`src/tcw_pkg.sv`:
```
// constants and types of the compare waveform generator
package tcw_pkg;

  // ****************************************************************
  // sizes
  // ****************************************************************
  localparam int NCH = 8;
  localparam int CNT_W = 16;
  localparam int CTRL_W = 7;

  // ****************************************************************
  // register offsets (byte addresses)
  // ****************************************************************
  localparam logic [7:0] OFS_CTRL0 = 8'h00;
  localparam logic [7:0] OFS_CMP0 = 8'h20;
  localparam logic [7:0] OFS_FSEL = 8'h40;
  localparam logic [7:0] OFS_FEN = 8'h44;
  localparam logic [7:0] OFS_ISTAT = 8'h48;
  localparam logic [7:0] OFS_IMASK = 8'h4c;
  localparam logic [7:0] OFS_PINS = 8'h50;

  // ****************************************************************
  // channel_output_control fields
  // ****************************************************************
  localparam int MODE_LSB = 0;
  localparam int MODE_MSB = 2;
  localparam int IVL_BIT = 4;
  localparam int RLD_BIT = 5;
  localparam int INV_BIT = 6;

  // ****************************************************************
  // reset values
  // ****************************************************************
  localparam logic [CTRL_W-1:0] CTRL_RST = 7'h00;
  localparam logic [CNT_W-1:0] CMP_RST = 16'h0000;
  localparam logic [NCH-1:0] FSEL_RST = 8'hff;
  localparam logic [NCH-1:0] FEN_RST = 8'h00;
  localparam logic [NCH-1:0] IMASK_RST = 8'h00;
  localparam logic [CNT_W-1:0] BASE_ZERO = 16'h0000;

  typedef enum logic [2:0] {
    TCW_SINGLE = 3'h0,
    TCW_TOGGLE = 3'h1,
    TCW_SETRST = 3'h3,
    TCW_PHASE = 3'h2
  } tcw_mode_t;

endpackage

```
`src/tcw_channel.sv`:
```
// one compare channel: compare buffer, match detect, output level
`timescale 1ns/10ps
module tcw_channel (
  input  wire logic                      hclk,
  input  wire logic                      hresetn,
  input  wire logic                      enable,
  input  wire logic [2:0]                mode,
  input  wire logic                      initial_level_select,
  input  wire logic                      compare_load_timing,
  input  wire logic                      output_polarity_flip,
  input  wire logic                      cmp_wr,
  input  wire logic [tcw_pkg::CNT_W-1:0] cmp_wdata,
  input  wire logic                      bt_tick,
  input  wire logic [tcw_pkg::CNT_W-1:0] bt_count,
  output logic      [tcw_pkg::CNT_W-1:0] cmp_buf,
  output logic                           match_pulse,
  output logic                           pin
);
  import tcw_pkg::*;

  logic [CNT_W-1:0] buf_r, buf_nxt, act_r, act_nxt;
  logic             level_r, level_nxt, pin_r, pin_nxt;
  logic             match_r, match_nxt;
  logic             zero, match;

  // ****************************************************************
  // match and reload
  // ****************************************************************
  assign zero  = bt_tick && (bt_count == BASE_ZERO);
  assign match = enable && bt_tick && (bt_count == act_r);

  always_comb begin
    buf_nxt = cmp_wr ? cmp_wdata : buf_r;
    act_nxt = act_r;
    if (cmp_wr && !compare_load_timing) begin
      act_nxt = cmp_wdata;
    end else if (zero && compare_load_timing) begin
      act_nxt = buf_nxt;
    end
    match_nxt = match;
  end

  // ****************************************************************
  // waveform level
  // ****************************************************************
  always_comb begin
    level_nxt = level_r;
    if (!enable) begin
      level_nxt = initial_level_select;
    end else if (match) begin
      case (tcw_mode_t'(mode))
        TCW_SINGLE, TCW_SETRST: level_nxt = 1'b1;
        TCW_TOGGLE, TCW_PHASE:  level_nxt = ~level_r;
        default:                level_nxt = level_r;
      endcase
    end else if (zero) begin
      case (tcw_mode_t'(mode))
        TCW_SINGLE, TCW_SETRST: level_nxt = 1'b0;
        default:                level_nxt = level_r;
      endcase
    end
    pin_nxt = level_nxt ^ output_polarity_flip;
  end

  always_ff @(posedge hclk or negedge hresetn) begin
    if (!hresetn) begin
      buf_r   <= CMP_RST;
      act_r   <= CMP_RST;
      level_r <= 1'b0;
      pin_r   <= 1'b0;
      match_r <= 1'b0;
    end else begin
      buf_r   <= buf_nxt;
      act_r   <= act_nxt;
      level_r <= level_nxt;
      pin_r   <= pin_nxt;
      match_r <= match_nxt;
    end
  end

  assign cmp_buf     = buf_r;
  assign match_pulse = match_r;
  assign pin         = pin_r;

  // ****************************************************************
  // checks
  // ****************************************************************
  property p_match_seen;
    @(posedge hclk) disable iff (!hresetn)
    (enable && bt_tick && bt_count == act_r) |=> match_r;
  endproperty
  a_match_seen: assert property (p_match_seen)
    else $error("compare match not flagged");

  property p_disabled_pin;
    @(posedge hclk) disable iff (!hresetn)
    !enable |=> (pin_r == ($past(initial_level_select) ^ $past(output_polarity_flip)));
  endproperty
  a_disabled_pin: assert property (p_disabled_pin)
    else $error("disabled pin not at initial level");

  property p_start_level;
    @(posedge hclk) disable iff (!hresetn)
    (!enable ##1 (enable && !match && !zero)) |=> (level_r == $past(initial_level_select, 2));
  endproperty
  a_start_level: assert property (p_start_level)
    else $error("start level differs from initial level");

  property p_polarity;
    @(posedge hclk) disable iff (!hresetn)
    ##1 (pin_r == (level_r ^ $past(output_polarity_flip)));
  endproperty
  a_polarity: assert property (p_polarity)
    else $error("pin polarity wrong");

  property p_single_high;
    @(posedge hclk) disable iff (!hresetn)
    (match && mode == TCW_SINGLE) |=> level_r;
  endproperty
  a_single_high: assert property (p_single_high)
    else $error("single-phase not high after match");

  property p_single_low;
    @(posedge hclk) disable iff (!hresetn)
    (enable && zero && !match && mode == TCW_SINGLE) |=> !level_r;
  endproperty
  a_single_low: assert property (p_single_low)
    else $error("single-phase not low at zero");

  property p_toggle;
    @(posedge hclk) disable iff (!hresetn)
    (match && mode == TCW_TOGGLE) |=> (level_r != $past(level_r));
  endproperty
  a_toggle: assert property (p_toggle)
    else $error("inverted mode did not toggle");

  property p_reload_now;
    @(posedge hclk) disable iff (!hresetn)
    (cmp_wr && !compare_load_timing) |=> (act_r == $past(cmp_wdata));
  endproperty
  a_reload_now: assert property (p_reload_now)
    else $error("immediate reload missed");

  property p_reload_wait;
    @(posedge hclk) disable iff (!hresetn)
    (cmp_wr && compare_load_timing && !zero) |=> (act_r == $past(act_r));
  endproperty
  a_reload_wait: assert property (p_reload_wait)
    else $error("deferred reload taken early");

endmodule // tcw_channel

```
`src/tcw_top.sv`:
```
// AHB-Lite register file and eight compare waveform channels
//
// Decided for this implementation: the AHB-Lite register port and the register addresses.
`timescale 1ns/10ps
module tcw_top (
  input  wire logic                      hclk,
  input  wire logic                      hresetn,
  input  wire logic                      hsel,
  input  wire logic [31:0]               haddr,
  input  wire logic [1:0]                htrans,
  input  wire logic                      hwrite,
  input  wire logic [2:0]                hsize,
  input  wire logic [31:0]               hwdata,
  input  wire logic                      hready,
  output logic      [31:0]               hrdata,
  output logic                           hreadyout,
  output logic                           hresp,
  input  wire logic                      bt_tick,
  input  wire logic [tcw_pkg::CNT_W-1:0] bt_count,
  output logic      [tcw_pkg::NCH-1:0]   channel_output_pin,
  output logic                           irq
);
  import tcw_pkg::*;

  // ****************************************************************
  // bus phase tracking
  // ****************************************************************
  logic        wr_ph_r, wr_ph_nxt, rd_ph_r, rd_ph_nxt;
  logic [7:0]  addr_r, addr_nxt;
  logic        rdy_r, rdy_nxt;
  logic [31:0] rdata_r, rdata_nxt;
  logic        take;

  // all transfers are treated as whole words
  assign take = hsel && htrans[1] && hready;

  always_comb begin
    wr_ph_nxt = take && hwrite;
    rd_ph_nxt = take && !hwrite;
    addr_nxt  = take ? haddr[7:0] : addr_r;
    // reads wait one cycle so data is taken from a flop
    rdy_nxt   = !(take && !hwrite);
  end

  always_ff @(posedge hclk or negedge hresetn) begin
    if (!hresetn) begin
      wr_ph_r <= 1'b0;
      rd_ph_r <= 1'b0;
      addr_r  <= 8'h00;
      rdy_r   <= 1'b1;
    end else begin
      wr_ph_r <= wr_ph_nxt;
      rd_ph_r <= rd_ph_nxt;
      addr_r  <= addr_nxt;
      rdy_r   <= rdy_nxt;
    end
  end

  // ****************************************************************
  // configuration registers
  // ****************************************************************
  logic [NCH-1:0][CTRL_W-1:0] ctrl_r, ctrl_nxt;
  logic [NCH-1:0]             fsel_r, fsel_nxt, fen_r, fen_nxt;
  logic [NCH-1:0]             imask_r, imask_nxt, istat_r, istat_nxt;
  logic [NCH-1:0]             cmp_wr, match_p, chan_en;
  logic [NCH-1:0][CNT_W-1:0]  cmp_buf;
  logic [NCH-1:0]             pins;
  logic                       irq_r, irq_nxt;

  always_comb begin
    ctrl_nxt  = ctrl_r;
    fsel_nxt  = fsel_r;
    fen_nxt   = fen_r;
    imask_nxt = imask_r;
    istat_nxt = istat_r;
    cmp_wr    = '0;
    for (int i = 0; i < NCH; i++) begin
      if (wr_ph_r && addr_r == OFS_CTRL0 + 8'(4 * i)) begin
        ctrl_nxt[i] = hwdata[CTRL_W-1:0];
      end
      if (wr_ph_r && addr_r == OFS_CMP0 + 8'(4 * i)) begin
        cmp_wr[i] = 1'b1;
      end
    end
    if (wr_ph_r && addr_r == OFS_FSEL) begin
      fsel_nxt = hwdata[NCH-1:0];
    end
    if (wr_ph_r && addr_r == OFS_FEN) begin
      fen_nxt = hwdata[NCH-1:0];
    end
    if (wr_ph_r && addr_r == OFS_IMASK) begin
      imask_nxt = hwdata[NCH-1:0];
    end
    if (wr_ph_r && addr_r == OFS_ISTAT) begin
      istat_nxt = istat_r & ~hwdata[NCH-1:0];
    end
    // a match in the clearing cycle still sets its flag
    istat_nxt = istat_nxt | match_p;
    irq_nxt   = |(istat_nxt & imask_nxt);
  end

  always_ff @(posedge hclk or negedge hresetn) begin
    if (!hresetn) begin
      ctrl_r  <= {NCH{CTRL_RST}};
      fsel_r  <= FSEL_RST;
      fen_r   <= FEN_RST;
      imask_r <= IMASK_RST;
      istat_r <= '0;
      irq_r   <= 1'b0;
    end else begin
      ctrl_r  <= ctrl_nxt;
      fsel_r  <= fsel_nxt;
      fen_r   <= fen_nxt;
      imask_r <= imask_nxt;
      istat_r <= istat_nxt;
      irq_r   <= irq_nxt;
    end
  end

  // ****************************************************************
  // read data
  // ****************************************************************
  always_comb begin
    rdata_nxt = 32'h0000_0000;
    for (int i = 0; i < NCH; i++) begin
      if (addr_r == OFS_CTRL0 + 8'(4 * i)) begin
        rdata_nxt[CTRL_W-1:0] = ctrl_r[i];
      end
      if (addr_r == OFS_CMP0 + 8'(4 * i)) begin
        rdata_nxt[CNT_W-1:0] = cmp_buf[i];
      end
    end
    case (addr_r)
      OFS_FSEL:  rdata_nxt[NCH-1:0] = fsel_r;
      OFS_FEN:   rdata_nxt[NCH-1:0] = fen_r;
      OFS_ISTAT: rdata_nxt[NCH-1:0] = istat_r;
      OFS_IMASK: rdata_nxt[NCH-1:0] = imask_r;
      OFS_PINS:  rdata_nxt[NCH-1:0] = pins;
      default:   rdata_nxt = rdata_nxt;
    endcase
    if (!rd_ph_r) begin
      rdata_nxt = rdata_r;
    end
  end

  always_ff @(posedge hclk or negedge hresetn) begin
    if (!hresetn) begin
      rdata_r <= 32'h0000_0000;
    end else begin
      rdata_r <= rdata_nxt;
    end
  end

  // ****************************************************************
  // channels
  // ****************************************************************
  // waveform output only when selected for generation and enabled
  assign chan_en = fen_r & ~fsel_r;

  generate
    for (genvar g = 0; g < NCH; g++) begin : g_ch
      tcw_channel u_ch (
        .hclk        (hclk),
        .hresetn     (hresetn),
        .enable      (chan_en[g]),
        .mode        (ctrl_r[g][MODE_MSB:MODE_LSB]),
        .initial_level_select         (ctrl_r[g][IVL_BIT]),
        .compare_load_timing         (ctrl_r[g][RLD_BIT]),
        .output_polarity_flip         (ctrl_r[g][INV_BIT]),
        .cmp_wr      (cmp_wr[g]),
        .cmp_wdata   (hwdata[CNT_W-1:0]),
        .bt_tick     (bt_tick),
        .bt_count    (bt_count),
        .cmp_buf     (cmp_buf[g]),
        .match_pulse (match_p[g]),
        .pin         (pins[g])
      );
    end
  endgenerate

  assign hrdata             = rdata_r;
  assign hreadyout          = rdy_r;
  assign hresp              = 1'b0;
  assign channel_output_pin = pins;
  assign irq                = irq_r;

  // ****************************************************************
  // checks
  // ****************************************************************
  property p_flag_set;
    @(posedge hclk) disable iff (!hresetn)
    (match_p != '0) |=> ((istat_r & $past(match_p)) == $past(match_p));
  endproperty
  a_flag_set: assert property (p_flag_set)
    else $error("match did not set interrupt flag");

  property p_enable_gate;
    @(posedge hclk) disable iff (!hresetn)
    (fsel_r != '0) |-> ((chan_en & fsel_r) == '0);
  endproperty
  a_enable_gate: assert property (p_enable_gate)
    else $error("measurement channel drives waveform");

  property p_irq_level;
    @(posedge hclk) disable iff (!hresetn)
    ##1 (irq_r == |(istat_r & imask_r));
  endproperty
  a_irq_level: assert property (p_irq_level)
    else $error("interrupt output out of step");

endmodule // tcw_top

```
`config.mk`:
```
export PLATFORM = sky130hd
export DESIGN_NAME = tcw_top
export DESIGN_NICKNAME = d
export VERILOG_FILES = /design/src/tcw_pkg.sv /design/src/tcw_channel.sv /design/src/tcw_top.sv
export SDC_FILE = /design/constraint.sdc
export NUM_CORES = 1
export LEC_CHECK = 0
export ABC_AREA = 1
export BUFFER_PORTS_ARGS = -buffer_cell sky130_fd_sc_hd__buf_4
export CAP_MARGIN = 20
export CELL_PAD_IN_SITES_DETAIL_PLACEMENT = 1
export CELL_PAD_IN_SITES_GLOBAL_PLACEMENT = 2
export CORE_MARGIN = 4
export CORE_UTILIZATION = 34
export CTS_CLUSTER_DIAMETER = 200
export CTS_CLUSTER_SIZE = 40
export DETAILED_ROUTE_END_ITERATION = 8
export GPL_ROUTABILITY_DRIVEN = 0
export PLACE_DENSITY_LB_ADDON = 0.25
export SETUP_SLACK_MARGIN = 0.15
export SYNTH_ARGS = -nofsm -noshare
export SYNTH_HDL_FRONTEND = slang
export SYNTH_SLANG_ARGS = --single-unit
```
`constraint.sdc`:
```
create_clock -name hclk -period 1.85 [get_ports hclk]
set_input_delay 0.185 -clock hclk [delete_from_list [all_inputs] [get_ports hclk]]
set_output_delay 0.185 -clock hclk [all_outputs]
set_load 0.01 [all_outputs]
```
==> results.toml <==
[setup_path]
startpoint_type = "register"
worstPathRequired_ns = 2.31
setup.worst_path.class = "register to register"
cp.arrival_ns = 2.68
crit_fanout = 6
end_kind = "register"

[route]
vias = 18100
drc_errors = 0
post_drt_wl_per_cell_um = 22.8
wl_mm = 79.8
drt_first_pass_iters = 5
drt_iter0_drc = 1316
antenna_left = 0
avgViaCountPerCell = 5.15

[yosys]
syn_area_per_cell_um2 = 8.43
ys_seq_area_share_pct = 50.8
synthCells = 2318
synth_seq_cells = 396
synth_edf_count = 0
synthFlopType = "dfrtp_1"
synth_top_cell_area_share_pct = 49.6
ys_warn_count = 0
synth_top_area_cell = "dfrtp_1"
synthArstFlopShare_pct = 100
ys_types = 52
synthTopCellsByArea = "dfrtp_1 50%, nand2_1 13%, o21ai_0 6.6%"
synthesis.area_mm2 = 0.0195

[power_and_ir_drop]
p_sw_mw = 4.09
irDropWorstVdd_mv = 0.620
p_leak_nw = 13.0
seqPwrFrac_pct = 58.8
power_density_mw_per_mm2 = 551
power.total_mw = 15.1
p_int_mw = 11.0
p_sw_share_pct = 27.1
clkPwrFrac_pct = 28.9
pwr-share-comb_pct = 12.3

[timing]
setup_viol = 194
fin_setup_tns_ns = -35.26
fin_skew_ns = 0.0400
fin_ws_ns = -0.364
min_period_ns = 2.21
hold_violations = 0
rsz0062_at_grt = "yes"
worst_pin_slew_ns = 0.808
finalMaxSlewViolations = 0
clock.fmax_mhz = 452
max_slew_margin_pct = 46.1
period_share_pct = 120

[final_layout]
syn_to_final_growth_pct = 40.0
fill_cells = 6507
diodes = 0
layout-drive-gt1-share_pct = 35.8
final_cell_area_mm2 = 0.0274
layoutNonFillerInstCount = 3507
fin_nets = 2838
final_util_pct = 48.3
layout.area.seq_mm2 = 0.00992
multi_input_area_mm2 = 0.00998

[global_route]
grt_use_met2_pct = 42.5
use_met3_pct = 2.00
antenna_found_initial = 1
grt_use_total_pct = 25.2
use_met1_pct = 35.7
grt_max_degree = 95
grt_pass1_vias = 18900
grt_first_pass_wirelength_mm = 118
overflow = 0
grt_busiest_layer = "met2"

[status]
violations = "setup timing"
status = "complete, but fails checks"

[clock_network]
tritoncts = "built"
clk_latency_ns = 0.57
clkTransAtPathRegs_ns = 0.16
cts_buffer_depth = 3
cts-root-buf = "clkbuf_16"
numCtsBuffers = 13
clock-sinks = 396
htree_levels = 1

[placement]
dp_hpwl_mm = 59.0
io_buffers = 72
place_area_mm2 = 0.0236
placed_cells = 3382

[floorplanning]
coreArea_mm2 = 0.0566
ios = 134
rows = 87
start_util_pct = 34.5
dieArea_mm2 = 0.0614
die_y_um = 248
die_w_um = 248

[min_path]
min_path_type = "primary input to asynchronous set/reset pin"

[job]
drv_cap = 0
## synth_stat cells (3+ instances only)
cell type,number
nand2_2,5
nor2_2,4
a21oi_1,47
inv_4,3
clkbuf_1,40
buf_4,34
xnor2_1,43
o211ai_1,8
inv_1,200
nor3_1,27
dfrtp_1,387
xor2_1,27
nand4_1,72
nor2_4,8
o21ai_0,256
buf_6,9
a221oi_1,6
o21ai_1,48
o21ai_2,5
dfstp_2,9
or2_2,15
o21ai_4,5
a211oi_1,11
buf_2,28
nor4_1,14
nand2_1,655
nand3_1,102
mux2_1,5
nor2_8,6
mux2_2,48
o2111ai_1,14
inv_2,26
nand3b_1,3
nor2_1,125
## kinds of logic after synthesis
group,count (synthesis),share of synthesized area (%)
AOI/OAI and AO/OA,407,11.5
xor gates and xnor gates,70,3.14
buffers and inverters,344,7.83
DFF,396,50.8
muxes,55,3.21
other,1,0.0192
and+or+nand+nor,1045,23.5
## metal layers
layer	part of all wire [%]	wire length, µm
met1	46	36600
met2	48	38300
met3	3.7	2930
met4	2.4	1950
met5	0.014	11
## critical path, stage by stage, from the launching register on
cell and delay (ns):
dfrtp_1 0.44, inv_2 0.06, buf_6 0.12, nor3_4 0.19, inv_2 0.11, nor2_4 0.21
inv_4 0.06, nor2_4 0.10, inv_2 0.06, o21ai_4 0.23, clkbuf_16 0.22, mux2_4 0.29
## flip-flops by register name (all words and copies together), names as in the netlist
name,cells
hrdata,16
fen_r,8
hreadyout,1
g_ch.u_ch.level_r,8
rd_ph_r,1
imask_r,8
ctrl_r,56
istat_r,8
g_ch.u_ch.match_pulse,8
wr_ph_r,1
g_ch.u_ch.cmp_buf,128
addr_r,8
g_ch.u_ch.pin,8
g_ch.u_ch.act_r,128
fsel_r,8
irq,1
## cells in the final DEF (no fill, tap or decap), types with 32 or more instances in the layout
| cell type | synthesis | layout |
|---|---|---|
| buf_4 | 34 | 345 |
| nand2_1 | 655 | 561 |
| nand3_1 | 102 | 65 |
| o21ai_1 | 48 | 112 |
| o21ai_0 | 256 | 95 |
| buf_12 | 0 | 59 |
| buf_6 | 9 | 57 |
| nand3_2 | 2 | 39 |
| dfrtp_1 | 387 | 386 |
| a21oi_1 | 47 | 33 |
| mux2_4 | 2 | 32 |
| inv_1 | 200 | 181 |
| o21ai_2 | 5 | 82 |
| nor2_1 | 125 | 97 |
| nand4_1 | 72 | 72 |
| nand2_2 | 5 | 69 |
## layout make-up
class                   count  share of cell area [%]
well taps                 756                    3.46
inverters                 231                    3.37
multi-input cells        1594                    36.5
clock inverters             2                   0.142
clock buffers              17                    1.24
flip-flops and latches    396                    36.3
repair buffers            511                    19.0
## repair_timing
action | CTS | global route
setup endpoints to repair | 342 | 373
buffers inserted | 32 | 31
hold endpoints to repair | 265 | 1
pin swaps | 56 | 87
gates resized for setup | 296 | 400
hold buffers | 25 | 1
cloned | 9 | 8
## worst paths after layout
kind / endpoint / cells after the start / start / slack, ns
min: g_ch[0].u_ch.pin / 2 / hresetn / 0.03
max in group asynchronous: fsel_r[6] / 4 / hresetn / 0.97
min reg2reg: ctrl_r[9] / 2 / ctrl_r[9] / 0.51
max reg2reg: g_ch[6].u_ch.act_r[12] / 11 / addr_r[4] / -0.36
max: g_ch[6].u_ch.act_r[12] / 11 / addr_r[4] / -0.36
min in group hclk: g_ch[6].u_ch.match_pulse / 6 / bt_count[5] / 0.14
## per-stage QoR
stage	hold WS (ns)	setup slack (ns)
global route	0.0209	-0.477
global placement	0.0416	-0.405
detailed placement	0.0406	-0.444
CTS	0.0259	-0.351
finish	0.0292	-0.364
floorplan	-0.111	-0.113
## power groups by stage
stage	Clock [mW]	Combinational [mW]	Sequential, mW
finish	4.36	1.85	8.86
global route	4.73	1.99	8.88
CTS	4.44	1.72	8.86
detailed placement	0	1.59	9.01
global placement	0	1.57	9.01
floorplan	0	0.588	9.01
Note: power is estimated with default switching activity, not from simulation.
